### src/fv_pkg.sv
// How it works
// - Key 2 hits: U, V, Y within limits
// - Key 2 mixes video with lookup colour
// - All key 2 limit bytes reset to 80h
// - First fade factor weights video on key 1
// - First factor 00h main only, 3Fh video
// - Video override fades video with lookup colour
// - Main override fades main with lookup colour
// - Second factor 00h lookup only, 3Fh video (main stream under main override)
// - No key hit mixes with third factor
// - Lookup U and V reset to 80h
// - Key 1 mixes video with main stream
// - Lookup Y resets to 80h, inserted too
// - Encoder takes fader only when selected
package fv_pkg;

  // One Y/U/V sample
  typedef struct packed {
    logic [7:0] y;
    logic [7:0] u;
    logic [7:0] v;
  } fv_ycc_t;

  // Software-visible fader configuration
  typedef struct packed {
    fv_ycc_t key1_lo;
    fv_ycc_t key1_hi;
    fv_ycc_t key2_lo;
    fv_ycc_t key2_hi;
    logic [5:0] first_fade_factor;
    logic [5:0] second_fade_factor;
    logic [5:0] third_fade_factor;
    logic vid_ovr;
    logic main_ovr;
    fv_ycc_t lut;
    logic enc_sel;
  } fv_cfg_t;

  // Serial port states
  typedef enum logic [4:0] {
    FV_IDLE = 5'h01,
    FV_RX = 5'h02,
    FV_ACKO = 5'h04,
    FV_TX = 5'h08,
    FV_ACKI = 5'h10
  } fv_state_t;

  // Register subaddresses
  localparam logic [7:0] KEY1_LO_U = 8'h42;
  localparam logic [7:0] KEY1_LO_V = 8'h43;
  localparam logic [7:0] KEY1_LO_Y = 8'h44;
  localparam logic [7:0] KEY2_LO_U = 8'h45;
  localparam logic [7:0] KEY2_LO_V = 8'h46;
  localparam logic [7:0] KEY2_LO_Y = 8'h47;
  localparam logic [7:0] KEY1_HI_U = 8'h48;
  localparam logic [7:0] KEY1_HI_V = 8'h49;
  localparam logic [7:0] KEY1_HI_Y = 8'h4A;
  localparam logic [7:0] KEY2_HI_U = 8'h4B;
  localparam logic [7:0] KEY2_HI_V = 8'h4C;
  localparam logic [7:0] KEY2_HI_Y = 8'h4D;
  localparam logic [7:0] FIRST_FADE_FACTOR_ADDR = 8'h4E;
  localparam logic [7:0] OVR_SECOND_FADE_FACTOR_ADDR = 8'h4F;
  localparam logic [7:0] THIRD_FADE_FACTOR_ADDR = 8'h50;
  localparam logic [7:0] LUT_U_ADDR = 8'h51;
  localparam logic [7:0] LUT_V_ADDR = 8'h52;
  localparam logic [7:0] LUT_Y_ADDR = 8'h53;
  localparam logic [7:0] PATH_SEL_ADDR = 8'h54;

  // Field positions
  localparam int VID_OVR_BIT = 7;
  localparam int MAIN_OVR_BIT = 6;
  localparam int ENC_SEL_BIT = 5;

  // Reset values and arithmetic constants
  localparam logic [7:0] MID = 8'h80;
  localparam logic [5:0] FADE_MAX = 6'h3F;
  localparam logic [13:0] FADE_DIV = 14'h003F;
  localparam logic [13:0] FADE_ROUND = 14'h001F;
  localparam logic [3:0] BITS_LAST = 4'h7;
  localparam logic [3:0] BITS_FULL = 4'h8;
  localparam logic [6:0] DEV_ADDR_DEFAULT = 7'h2A; // Arbitrary value
  localparam fv_ycc_t MID_YCC = '{y: MID, u: MID, v: MID};
  localparam fv_cfg_t CFG_RESET = '{key1_lo: MID_YCC, key1_hi: MID_YCC,
    key2_lo: MID_YCC, key2_hi: MID_YCC, first_fade_factor: FADE_MAX, second_fade_factor: FADE_MAX,
    third_fade_factor: FADE_MAX, vid_ovr: 1'b0, main_ovr: 1'b0, lut: MID_YCC,
    enc_sel: 1'b0};

endpackage

### src/fv_fader.sv
`timescale 1ns/10ps
// Colour-key fader with its serial control port
module fv_fader #(
  parameter logic [6:0] DEV_ADDR = fv_pkg::DEV_ADDR_DEFAULT
) (
  input wire logic CLOCK,
  input wire logic SYS_RST,
  input wire logic SCL,
  input wire logic SDA_IN,
  output logic SDA_OUT,
  output logic SDA_OE,
  input wire logic SAMPLE_VALID,
  input wire fv_pkg::fv_ycc_t MAIN_IN,
  input wire fv_pkg::fv_ycc_t VIDEO_IN,
  output logic OUT_VALID,
  output fv_pkg::fv_ycc_t FADER_OUT,
  output fv_pkg::fv_ycc_t ENC_OUT
);

  // Pin synchronisers; stage 3 only remembers the previous level
  logic scl_s1, scl_s2, scl_s3;
  logic sda_s1, sda_s2, sda_s3;
  logic scl_rise, scl_fall, start_seen, stop_seen;

  // Serial port state
  fv_pkg::fv_state_t state, next_state;
  logic [3:0] cnt, next_cnt; // Bit counter
  logic [7:0] shreg, next_shreg; // Shift register
  logic [7:0] sub, next_sub; // Current subaddress
  logic got_addr, next_got_addr; // Device address taken
  logic got_sub, next_got_sub; // Subaddress taken
  logic rw, next_rw; // Transfer is a read
  logic nack, next_nack; // Master refused more data
  logic wr_en; // Write strobe into the register file
  logic [7:0] wr_data; // Byte being written

  // Register file
  fv_pkg::fv_cfg_t cfg, next_cfg;

  // Datapath
  logic key1_hit, key2_hit;
  fv_pkg::fv_ycc_t op_base, op_over, mixed;
  logic [5:0] op_factor;
  fv_pkg::fv_ycc_t next_fader, next_enc;

  // Read value of any subaddress; unmapped and reserved bits read zero
  function automatic logic [7:0] read_reg(input fv_pkg::fv_cfg_t c,
                                          input logic [7:0] a);
    logic [7:0] r;
    r = 8'h00;
    case (a)
      fv_pkg::KEY1_LO_U: r = c.key1_lo.u;
      fv_pkg::KEY1_LO_V: r = c.key1_lo.v;
      fv_pkg::KEY1_LO_Y: r = c.key1_lo.y;
      fv_pkg::KEY2_LO_U: r = c.key2_lo.u;
      fv_pkg::KEY2_LO_V: r = c.key2_lo.v;
      fv_pkg::KEY2_LO_Y: r = c.key2_lo.y;
      fv_pkg::KEY1_HI_U: r = c.key1_hi.u;
      fv_pkg::KEY1_HI_V: r = c.key1_hi.v;
      fv_pkg::KEY1_HI_Y: r = c.key1_hi.y;
      fv_pkg::KEY2_HI_U: r = c.key2_hi.u;
      fv_pkg::KEY2_HI_V: r = c.key2_hi.v;
      fv_pkg::KEY2_HI_Y: r = c.key2_hi.y;
      fv_pkg::FIRST_FADE_FACTOR_ADDR: r = {2'h0, c.first_fade_factor};
      fv_pkg::OVR_SECOND_FADE_FACTOR_ADDR: r = {c.vid_ovr, c.main_ovr, c.second_fade_factor};
      fv_pkg::THIRD_FADE_FACTOR_ADDR: r = {2'h0, c.third_fade_factor};
      fv_pkg::LUT_U_ADDR: r = c.lut.u;
      fv_pkg::LUT_V_ADDR: r = c.lut.v;
      fv_pkg::LUT_Y_ADDR: r = c.lut.y;
      fv_pkg::PATH_SEL_ADDR: r = {2'h0, c.enc_sel, 5'h00};
      default: r = 8'h00;
    endcase
    return r;
  endfunction

  // Two-flop synchronisers plus one history stage for edge detection
  always_ff @(posedge CLOCK) begin
    if (SYS_RST) begin
      scl_s1 <= 1'b1;
      scl_s2 <= 1'b1;
      scl_s3 <= 1'b1;
      sda_s1 <= 1'b1;
      sda_s2 <= 1'b1;
      sda_s3 <= 1'b1;
    end else begin
      scl_s1 <= SCL;
      scl_s2 <= scl_s1;
      scl_s3 <= scl_s2;
      sda_s1 <= SDA_IN;
      sda_s2 <= sda_s1;
      sda_s3 <= sda_s2;
    end
  end

  // Bus events seen on the synchronised lines
  always_comb begin
    scl_rise = scl_s2 & ~scl_s3;
    scl_fall = ~scl_s2 & scl_s3;
    start_seen = scl_s2 & scl_s3 & ~sda_s2 & sda_s3;
    stop_seen = scl_s2 & scl_s3 & sda_s2 & ~sda_s3;
  end

  // Serial slave: address, subaddress, then auto-incremented data
  always_comb begin
    next_state = state;
    next_cnt = cnt;
    next_shreg = shreg;
    next_sub = sub;
    next_got_addr = got_addr;
    next_got_sub = got_sub;
    next_rw = rw;
    next_nack = nack;
    wr_en = 1'b0;
    wr_data = shreg;
    if (start_seen) begin
      // Start or repeated start restarts addressing
      next_state = fv_pkg::FV_RX;
      next_cnt = 4'h0;
      next_got_addr = 1'b0;
    end else if (stop_seen) begin
      next_state = fv_pkg::FV_IDLE;
    end else begin
      unique case (state)
        fv_pkg::FV_IDLE: begin
          next_cnt = 4'h0;
        end
        fv_pkg::FV_RX: begin
          if (scl_rise && cnt != fv_pkg::BITS_FULL) begin
            // Sample one bit, MSB first
            next_shreg = {shreg[6:0], sda_s2};
            next_cnt = cnt + 4'h1;
          end else if (scl_fall && cnt == fv_pkg::BITS_FULL) begin
            next_state = fv_pkg::FV_ACKO;
            if (!got_addr) begin
              // Address byte: answer only our own address
              next_got_addr = 1'b1;
              next_rw = shreg[0];
              if (shreg[0] == 1'b0) begin
                next_got_sub = 1'b0;
              end
              if (shreg[7:1] != DEV_ADDR) begin
                next_state = fv_pkg::FV_IDLE;
              end
            end else if (!got_sub) begin
              // Subaddress byte
              next_sub = shreg;
              next_got_sub = 1'b1;
            end else begin
              // Data byte: store and step the subaddress
              wr_en = 1'b1;
              next_sub = sub + 8'h01;
            end
          end
        end
        fv_pkg::FV_ACKO: begin
          if (scl_fall) begin
            next_cnt = 4'h0;
            if (rw) begin
              // First read byte comes from the current subaddress
              next_state = fv_pkg::FV_TX;
              next_shreg = read_reg(cfg, sub);
              next_sub = sub + 8'h01;
            end else begin
              next_state = fv_pkg::FV_RX;
            end
          end
        end
        fv_pkg::FV_TX: begin
          if (scl_fall) begin
            if (cnt == fv_pkg::BITS_LAST) begin
              next_state = fv_pkg::FV_ACKI;
            end else begin
              next_shreg = {shreg[6:0], 1'b0};
              next_cnt = cnt + 4'h1;
            end
          end
        end
        fv_pkg::FV_ACKI: begin
          if (scl_rise) begin
            next_nack = sda_s2;
          end else if (scl_fall) begin
            next_cnt = 4'h0;
            if (nack) begin
              // Master ends the read
              next_state = fv_pkg::FV_IDLE;
            end else begin
              next_state = fv_pkg::FV_TX;
              next_shreg = read_reg(cfg, sub);
              next_sub = sub + 8'h01;
            end
          end
        end
        default: begin
          next_state = fv_pkg::FV_IDLE;
        end
      endcase
    end
  end

  // Serial slave registers
  always_ff @(posedge CLOCK) begin
    if (SYS_RST) begin
      state <= fv_pkg::FV_IDLE;
      cnt <= 4'h0;
      shreg <= 8'h00;
      sub <= 8'h00;
      got_addr <= 1'b0;
      got_sub <= 1'b0;
      rw <= 1'b0;
      nack <= 1'b0;
    end else begin
      state <= next_state;
      cnt <= next_cnt;
      shreg <= next_shreg;
      sub <= next_sub;
      got_addr <= next_got_addr;
      got_sub <= next_got_sub;
      rw <= next_rw;
      nack <= next_nack;
    end
  end

  // Open-drain data line: pull low for our acknowledge or a zero bit
  always_comb begin
    SDA_OUT = 1'b0;
    SDA_OE = (state == fv_pkg::FV_ACKO) ||
             ((state == fv_pkg::FV_TX) && !shreg[7]);
  end

  // Register writes; reserved fade bits are dropped
  always_comb begin
    next_cfg = cfg;
    if (wr_en) begin
      case (sub)
        fv_pkg::KEY1_LO_U: next_cfg.key1_lo.u = wr_data;
        fv_pkg::KEY1_LO_V: next_cfg.key1_lo.v = wr_data;
        fv_pkg::KEY1_LO_Y: next_cfg.key1_lo.y = wr_data;
        fv_pkg::KEY2_LO_U: next_cfg.key2_lo.u = wr_data;
        fv_pkg::KEY2_LO_V: next_cfg.key2_lo.v = wr_data;
        fv_pkg::KEY2_LO_Y: next_cfg.key2_lo.y = wr_data;
        fv_pkg::KEY1_HI_U: next_cfg.key1_hi.u = wr_data;
        fv_pkg::KEY1_HI_V: next_cfg.key1_hi.v = wr_data;
        fv_pkg::KEY1_HI_Y: next_cfg.key1_hi.y = wr_data;
        fv_pkg::KEY2_HI_U: next_cfg.key2_hi.u = wr_data;
        fv_pkg::KEY2_HI_V: next_cfg.key2_hi.v = wr_data;
        fv_pkg::KEY2_HI_Y: next_cfg.key2_hi.y = wr_data;
        fv_pkg::FIRST_FADE_FACTOR_ADDR: next_cfg.first_fade_factor = wr_data[5:0];
        fv_pkg::OVR_SECOND_FADE_FACTOR_ADDR: begin
          next_cfg.vid_ovr = wr_data[fv_pkg::VID_OVR_BIT];
          next_cfg.main_ovr = wr_data[fv_pkg::MAIN_OVR_BIT];
          next_cfg.second_fade_factor = wr_data[5:0];
        end
        fv_pkg::THIRD_FADE_FACTOR_ADDR: next_cfg.third_fade_factor = wr_data[5:0];
        fv_pkg::LUT_U_ADDR: next_cfg.lut.u = wr_data;
        fv_pkg::LUT_V_ADDR: next_cfg.lut.v = wr_data;
        fv_pkg::LUT_Y_ADDR: next_cfg.lut.y = wr_data;
        fv_pkg::PATH_SEL_ADDR: next_cfg.enc_sel = wr_data[fv_pkg::ENC_SEL_BIT];
        default: next_cfg = cfg;
      endcase
    end
  end

  // Register file; limits, lookup colour at 80h, factors at 3Fh
  always_ff @(posedge CLOCK) begin
    if (SYS_RST) begin
      cfg <= fv_pkg::CFG_RESET;
    end else begin
      cfg <= next_cfg;
    end
  end

  // Key windows on the main stream
  fv_key_window u_key1 (
    .sample(MAIN_IN), .lower(cfg.key1_lo), .upper(cfg.key1_hi), .hit(key1_hit)
  );
  fv_key_window u_key2 (
    .sample(MAIN_IN), .lower(cfg.key2_lo), .upper(cfg.key2_hi), .hit(key2_hit)
  );

  // Operand choice: overrides, then key 1, then key 2, then default mix
  always_comb begin
    op_base = MAIN_IN;
    op_over = VIDEO_IN;
    op_factor = cfg.third_fade_factor;
    if (cfg.vid_ovr) begin
      // Whole video stream against lookup colour, keys ignored
      op_base = cfg.lut;
      op_over = VIDEO_IN;
      op_factor = cfg.second_fade_factor;
    end else if (cfg.main_ovr) begin
      // Whole main stream against lookup colour, keys ignored
      op_base = cfg.lut;
      op_over = MAIN_IN;
      op_factor = cfg.second_fade_factor;
    end else if (key1_hit) begin
      // Key 1 takes precedence over key 2
      op_factor = cfg.first_fade_factor;
    end else if (key2_hit) begin
      // Video against inserted lookup colour
      op_base = cfg.lut;
      op_factor = cfg.second_fade_factor;
    end
  end

  // One blender per component
  fv_blend u_blend_y (
    .base(op_base.y), .over(op_over.y), .factor(op_factor), .mixed(mixed.y)
  );
  fv_blend u_blend_u (
    .base(op_base.u), .over(op_over.u), .factor(op_factor), .mixed(mixed.u)
  );
  fv_blend u_blend_v (
    .base(op_base.v), .over(op_over.v), .factor(op_factor), .mixed(mixed.v)
  );

  // Output next values; encoder path bypasses the fader unless selected
  always_comb begin
    next_fader = SAMPLE_VALID ? mixed : FADER_OUT;
    next_enc = ENC_OUT;
    if (SAMPLE_VALID) begin
      next_enc = cfg.enc_sel ? mixed : MAIN_IN;
    end
  end

  // Output registers, one cycle after the sample
  always_ff @(posedge CLOCK) begin
    if (SYS_RST) begin
      OUT_VALID <= 1'b0;
      FADER_OUT <= fv_pkg::MID_YCC;
      ENC_OUT <= fv_pkg::MID_YCC;
    end else begin
      OUT_VALID <= SAMPLE_VALID;
      FADER_OUT <= next_fader;
      ENC_OUT <= next_enc;
    end
  end

endmodule

### src/fv_key_window.sv
`timescale 1ns/10ps
// Tests one sample against a lower/upper colour window
module fv_key_window (
  input wire fv_pkg::fv_ycc_t sample,
  input wire fv_pkg::fv_ycc_t lower,
  input wire fv_pkg::fv_ycc_t upper,
  output logic hit
);

  // Every component must lie inside its own bounds, limits inclusive
  always_comb begin
    hit = (sample.u >= lower.u) && (sample.u <= upper.u) &&
          (sample.v >= lower.v) && (sample.v <= upper.v) &&
          (sample.y >= lower.y) && (sample.y <= upper.y);
  end

endmodule

### src/fv_blend.sv
`timescale 1ns/10ps
// Mixes two 8-bit components: factor/63 of over, the rest of base
module fv_blend (
  input wire logic [7:0] base,
  input wire logic [7:0] over,
  input wire logic [5:0] factor,
  output logic [7:0] mixed
);

  logic [5:0] inv; // Weight left for the base operand
  logic [13:0] sum; // Weighted sum, at most 255*63

  // Factor is a fraction of its maximum code, rounded to nearest
  always_comb begin
    inv = fv_pkg::FADE_MAX - factor;
    sum = 14'(over * factor) + 14'(base * inv);
    mixed = 8'((sum + fv_pkg::FADE_ROUND) / fv_pkg::FADE_DIV);
  end

endmodule

### config.mk
export PLATFORM = sky130hd
export DESIGN_NAME = fv_fader
export DESIGN_NICKNAME = d
export VERILOG_FILES = /design/src/fv_pkg.sv /design/src/fv_fader.sv /design/src/fv_key_window.sv /design/src/fv_blend.sv
export SDC_FILE = /design/constraint.sdc
export NUM_CORES = 2
export LEC_CHECK = 0
export BUFFER_PORTS_ARGS = -buffer_cell sky130_fd_sc_hd__buf_2
export CORE_MARGIN = 10
export CORE_UTILIZATION = 25
export CTS_BUF_LIST = sky130_fd_sc_hd__clkbuf_16
export DETAILED_ROUTE_END_ITERATION = 8
export GPL_TIMING_DRIVEN = 0
export PLACE_DENSITY = 0.39
export SLEW_MARGIN = 25
export SYNTH_ARGS = -nofsm -noshare
export SYNTH_HDL_FRONTEND = slang
export SYNTH_SLANG_ARGS = --single-unit
### constraint.sdc
create_clock -name CLOCK -period 14.1 [get_ports CLOCK]
set_input_delay 0.705 -clock CLOCK [delete_from_list [all_inputs] [get_ports CLOCK]]
set_output_delay 0.705 -clock CLOCK [all_outputs]
set_load 0.02 [all_outputs]
==> metrics.md <==
| Metric | Value |
|---|---|
| Grt met2 use | `0.3022` |
| XOR/XNOR Fraction of Synth Area | `0.01974` |
| Period utilization | `0.9641` |
| Synth Cell Area | `27310 um^2` |
| Layout cells sized above 1 | `0.1230` |
| M3 GR Usage | `0.03148` |
| Relative slew slack | `0.2501` |
| Clk pin slew, worst setup/hold paths | `0.06 ns` |
| IO buf count | `102` |
| First-pass GRT wire length | `169500 um` |
| Area Growth Syn to Fin | `16.21%` |
| Post-synthesis mux area share | `0.03967` |
| Synthesized instance count | `3533` |
| Fin util | `0.2920` |
| Synthesized flop and latch total | `225` |
| Total Nets Final | `4192` |
| Setup TNS | `0 ns` |
| Clock latency on the worst-skew pair | `0.59 ns` |
| Min Tclk post-route | `13.59 ns` |
| All-layer global routing usage | `0.1832` |
| Hold_buf cts | `0` |
| Post-synthesis simple-gate area fraction | `0.2135` |
| Warnings from Yosys | `0` |
| CP dominant cell by count | `fa_1` |
| Core footprint | `108700 um^2` |
| Starting Density | `0.2513` |
| Total clock buffers created by CTS | `30` |
| Pin count of the biggest net entering global routing | `16` |
| Run status | `finished, final reports clean` |
| Number of distinct library cells after synthesis | `116` |
| Reg2Reg Setup Slack | `0.70 ns` |
| Hold Vio Cnt, Final | `0` |
| Antenna-violating nets left | `0` |
| Critical Setup Path Class | `in2reg` |
| Largest family of logic cells by synthesized area | `adder cells` |
| Die Wd | `350.5 um` |
| Initial antenna violation count | `16` |
| Post-Syn Area per Cell | `7.731 um^2` |
| Die Ht | `350.5 um` |
| Synth Area in Adders | `0.2661` |
| Mapped Nets | `4033` |
| Slowest CP cell | `fa_1` |
| Post-synth EDFFs | `0` |
| Post-DR wirelength/cell | `22.73 um` |
| Routability cong. | `0.9176` |
| DR vias/cell | `5.055` |
| GR peak layer | `met2` |
| Starting DRT DRC Count | `2099` |
| Met1 GRT Util | `0.2452` |
| Hpwl dp | `92240 um` |
| Share of flip-flops with an asynchronous set or reset | `0` |
| # Max-Cap Violations | `0` |
| Max Fclk | `73.57 MHz` |
| Final setup violation count | `0` |
| Final Max Tran Viols | `0` |
| Core Rows | `121` |
| Via count | `25938` |
| Crit end category | `flip-flop` |
| Worst Max-Slew Pin Slew | `1.125 ns` |
| Die ar. | `122900 um^2` |
| Number of remaining DRC errors | `0` |
| CP peak stage delay | `0.56 ns` |
| CTS sink count | `225` |
| Unrepaired setup endpoints after global routing | `false` |
| Crit path DAT | `14.03 ns` |
| Worst clock skew | `0.02764 ns` |
| Number of global-route vias before repair | `25381` |
| Clock buffer depth | `3` |
| Min-Delay Path Class | `in2reg` |
| Register-to-Register Path Depth | `52` |
| Ports | `104` |
| Hold path depth | `2` |
| Synth Area in Compound Gates | `0.2106` |
| Critical Path RT | `14.53 ns` |
| Total gr overflow | `0` |
| Dominant synthesized flop cell | `dfxtp_1` |
| CTS H-tree lvls | `1` |
| Crit Path Max Fanout | `10` |
| DRT Pass-1 Iters | `6` |
| Critical Path Start Type | `input pin` |
| Sequential share of the synthesized area | `0.1649` |
| Clk root buf | `clkbuf_16` |
| Aggregate routed wire length | `116600 um` |
| CTS tree | `yes` |
[Yosys cell counts (35+ instances only)]
cell type	number	share of area
nand2_1	463	0.064
inv_1	449	0.062
nor2_1	319	0.044
a21oi_1	256	0.047
ha_1	228	0.10
dfxtp_1	225	0.16
fa_1	219	0.16
clkbuf_1	145	0.020
o21ai_0	107	0.020
mux2i_1	76	0.028
a21o_1	69	0.019
nand3_1	67	0.012
and2_1	62	0.014
or2_2	50	0.011
nor3_1	48	0.0088
a211oi_1	47	0.013
xnor2_1	39	0.013
nand2b_1	37	0.0085
o211ai_1	35	0.0096
o21a_1	35	0.0096
[routing by layer]
| metal | part of all wire | wire [um] | vias to the layer above |
|---|---|---|---|
| li1 | - | - | 12373 |
| met1 | 0.46 | 53350 | 12723 |
| met2 | 0.45 | 53050 | 684 |
| met3 | 0.055 | 6411 | 154 |
| met4 | 0.032 | 3785 | 4 |
| met5 | 0.00019 | 22 | - |
[through the flow]
step | instance area, um^2 | cells | worst slack, ns | hold WS, ns
2_1_floorplan | 27310 | 3533 | 1.292 | 0.3895
5_1_grt | 31730 | 5129 | 0.01566 | 0.2973
6_report | 31740 | 5131 | 0.5067 | 0.3098
3_3_place_gp | 29590 | 5049 | -5.261 | 0.3922
4_1_cts | 30960 | 5112 | 0.004064 | 0.2917
3_5_place_dp | 29640 | 5051 | -3.607 | 0.3955
[kinds of logic (layout without fill, tap and decap cells)]
logic type | count (synthesis) | count (layout)
simple gates | 1240 | 1240
compound gates | 842 | 842
buf+inv | 611 | 793
fa+ha+maj | 450 | 450
flops | 225 | 225
mux | 104 | 104
xor+xnor | 60 | 60
other cells | 1 | 3
[path summary, 6_finish.rpt]
kind	startpoint	endpoint
setup / recovery	MAIN_IN[21]	ENC_OUT[16]$_SDFFE_PP0P_
hold / removal	SCL	scl_s1$_SDFF_PP1_
setup reg to reg	cfg[110]$_SDFFE_PP0P_	ENC_OUT[16]$_SDFFE_PP0P_
hold reg to reg	sda_s1$_SDFF_PP1_	sda_s2$_SDFF_PP1_
[cell type report]
| type | instances | area [um^2] |
|---|---|---|
| Multi-Input combinational cell | 2697 | 21230 |
| Buffer | 153 | 701.9 |
| Inverter | 449 | 1693 |
| Timing Repair Buffer | 136 | 804.5 |
| Tap cell | 1414 | 1769 |
| Clock inverter | 25 | 284.0 |
| Sequential cell | 225 | 4504 |
| Antenna cell | 2 | 5.005 |
| Clock buffer | 30 | 750.7 |
| Fill cell | 11926 | 76960 |
[cell usage in the layout (no fill, tap or decap), types with 35 or more instances in the layout]
cell type | synthesis | routed
a21o_1 | 69 | 69
inv_1 | 449 | 451
nor3_1 | 48 | 39
or2_2 | 50 | 50
buf_4 | 3 | 41
o21ai_0 | 107 | 102
nor2_1 | 319 | 315
dfxtp_1 | 225 | 225
xnor2_1 | 39 | 35
nand3_1 | 67 | 66
ha_1 | 228 | 228
a211oi_1 | 47 | 45
nand2b_1 | 37 | 37
o211ai_1 | 35 | 35
mux2i_1 | 76 | 52
buf_2 | 8 | 105
clkbuf_1 | 145 | 104
and2_1 | 62 | 62
fa_1 | 219 | 219
a21oi_1 | 256 | 244
nand2_1 | 463 | 462
[flip-flops by register name, summed over array words and instances, names as in the netlist, 4 cells and up]
register,count
cfg,141
ENC_OUT,24
FADER_OUT,24
shreg,8
sub,8
state,5
cnt,4
[worst max-delay path: cells and delay by family]
| family | cells | cell delay, ns |
|---|---|---|
| compound gates | 24 | 5.63 |
| fa+ha+maj | 8 | 3.58 |
| buf+inv | 8 | 1.36 |
| mux | 2 | 0.47 |
| simple gates | 8 | 2.23 |
[repair_timing]
| action | 4_1_cts | 5_1_grt |
|---|---|---|
| endpoints found under the setup margin | 24 | 13 |
| buffers inserted | 9 | 23 |
| cloned | 0 | 0 |
| gates resized for setup | 61 | 159 |
| pin swaps | 6 | 17 |
| hold endpoints to repair | 0 | 0 |
Power is not shown: default switching activity piles up to over one toggle a cycle in this logic, so the estimate is an artifact.
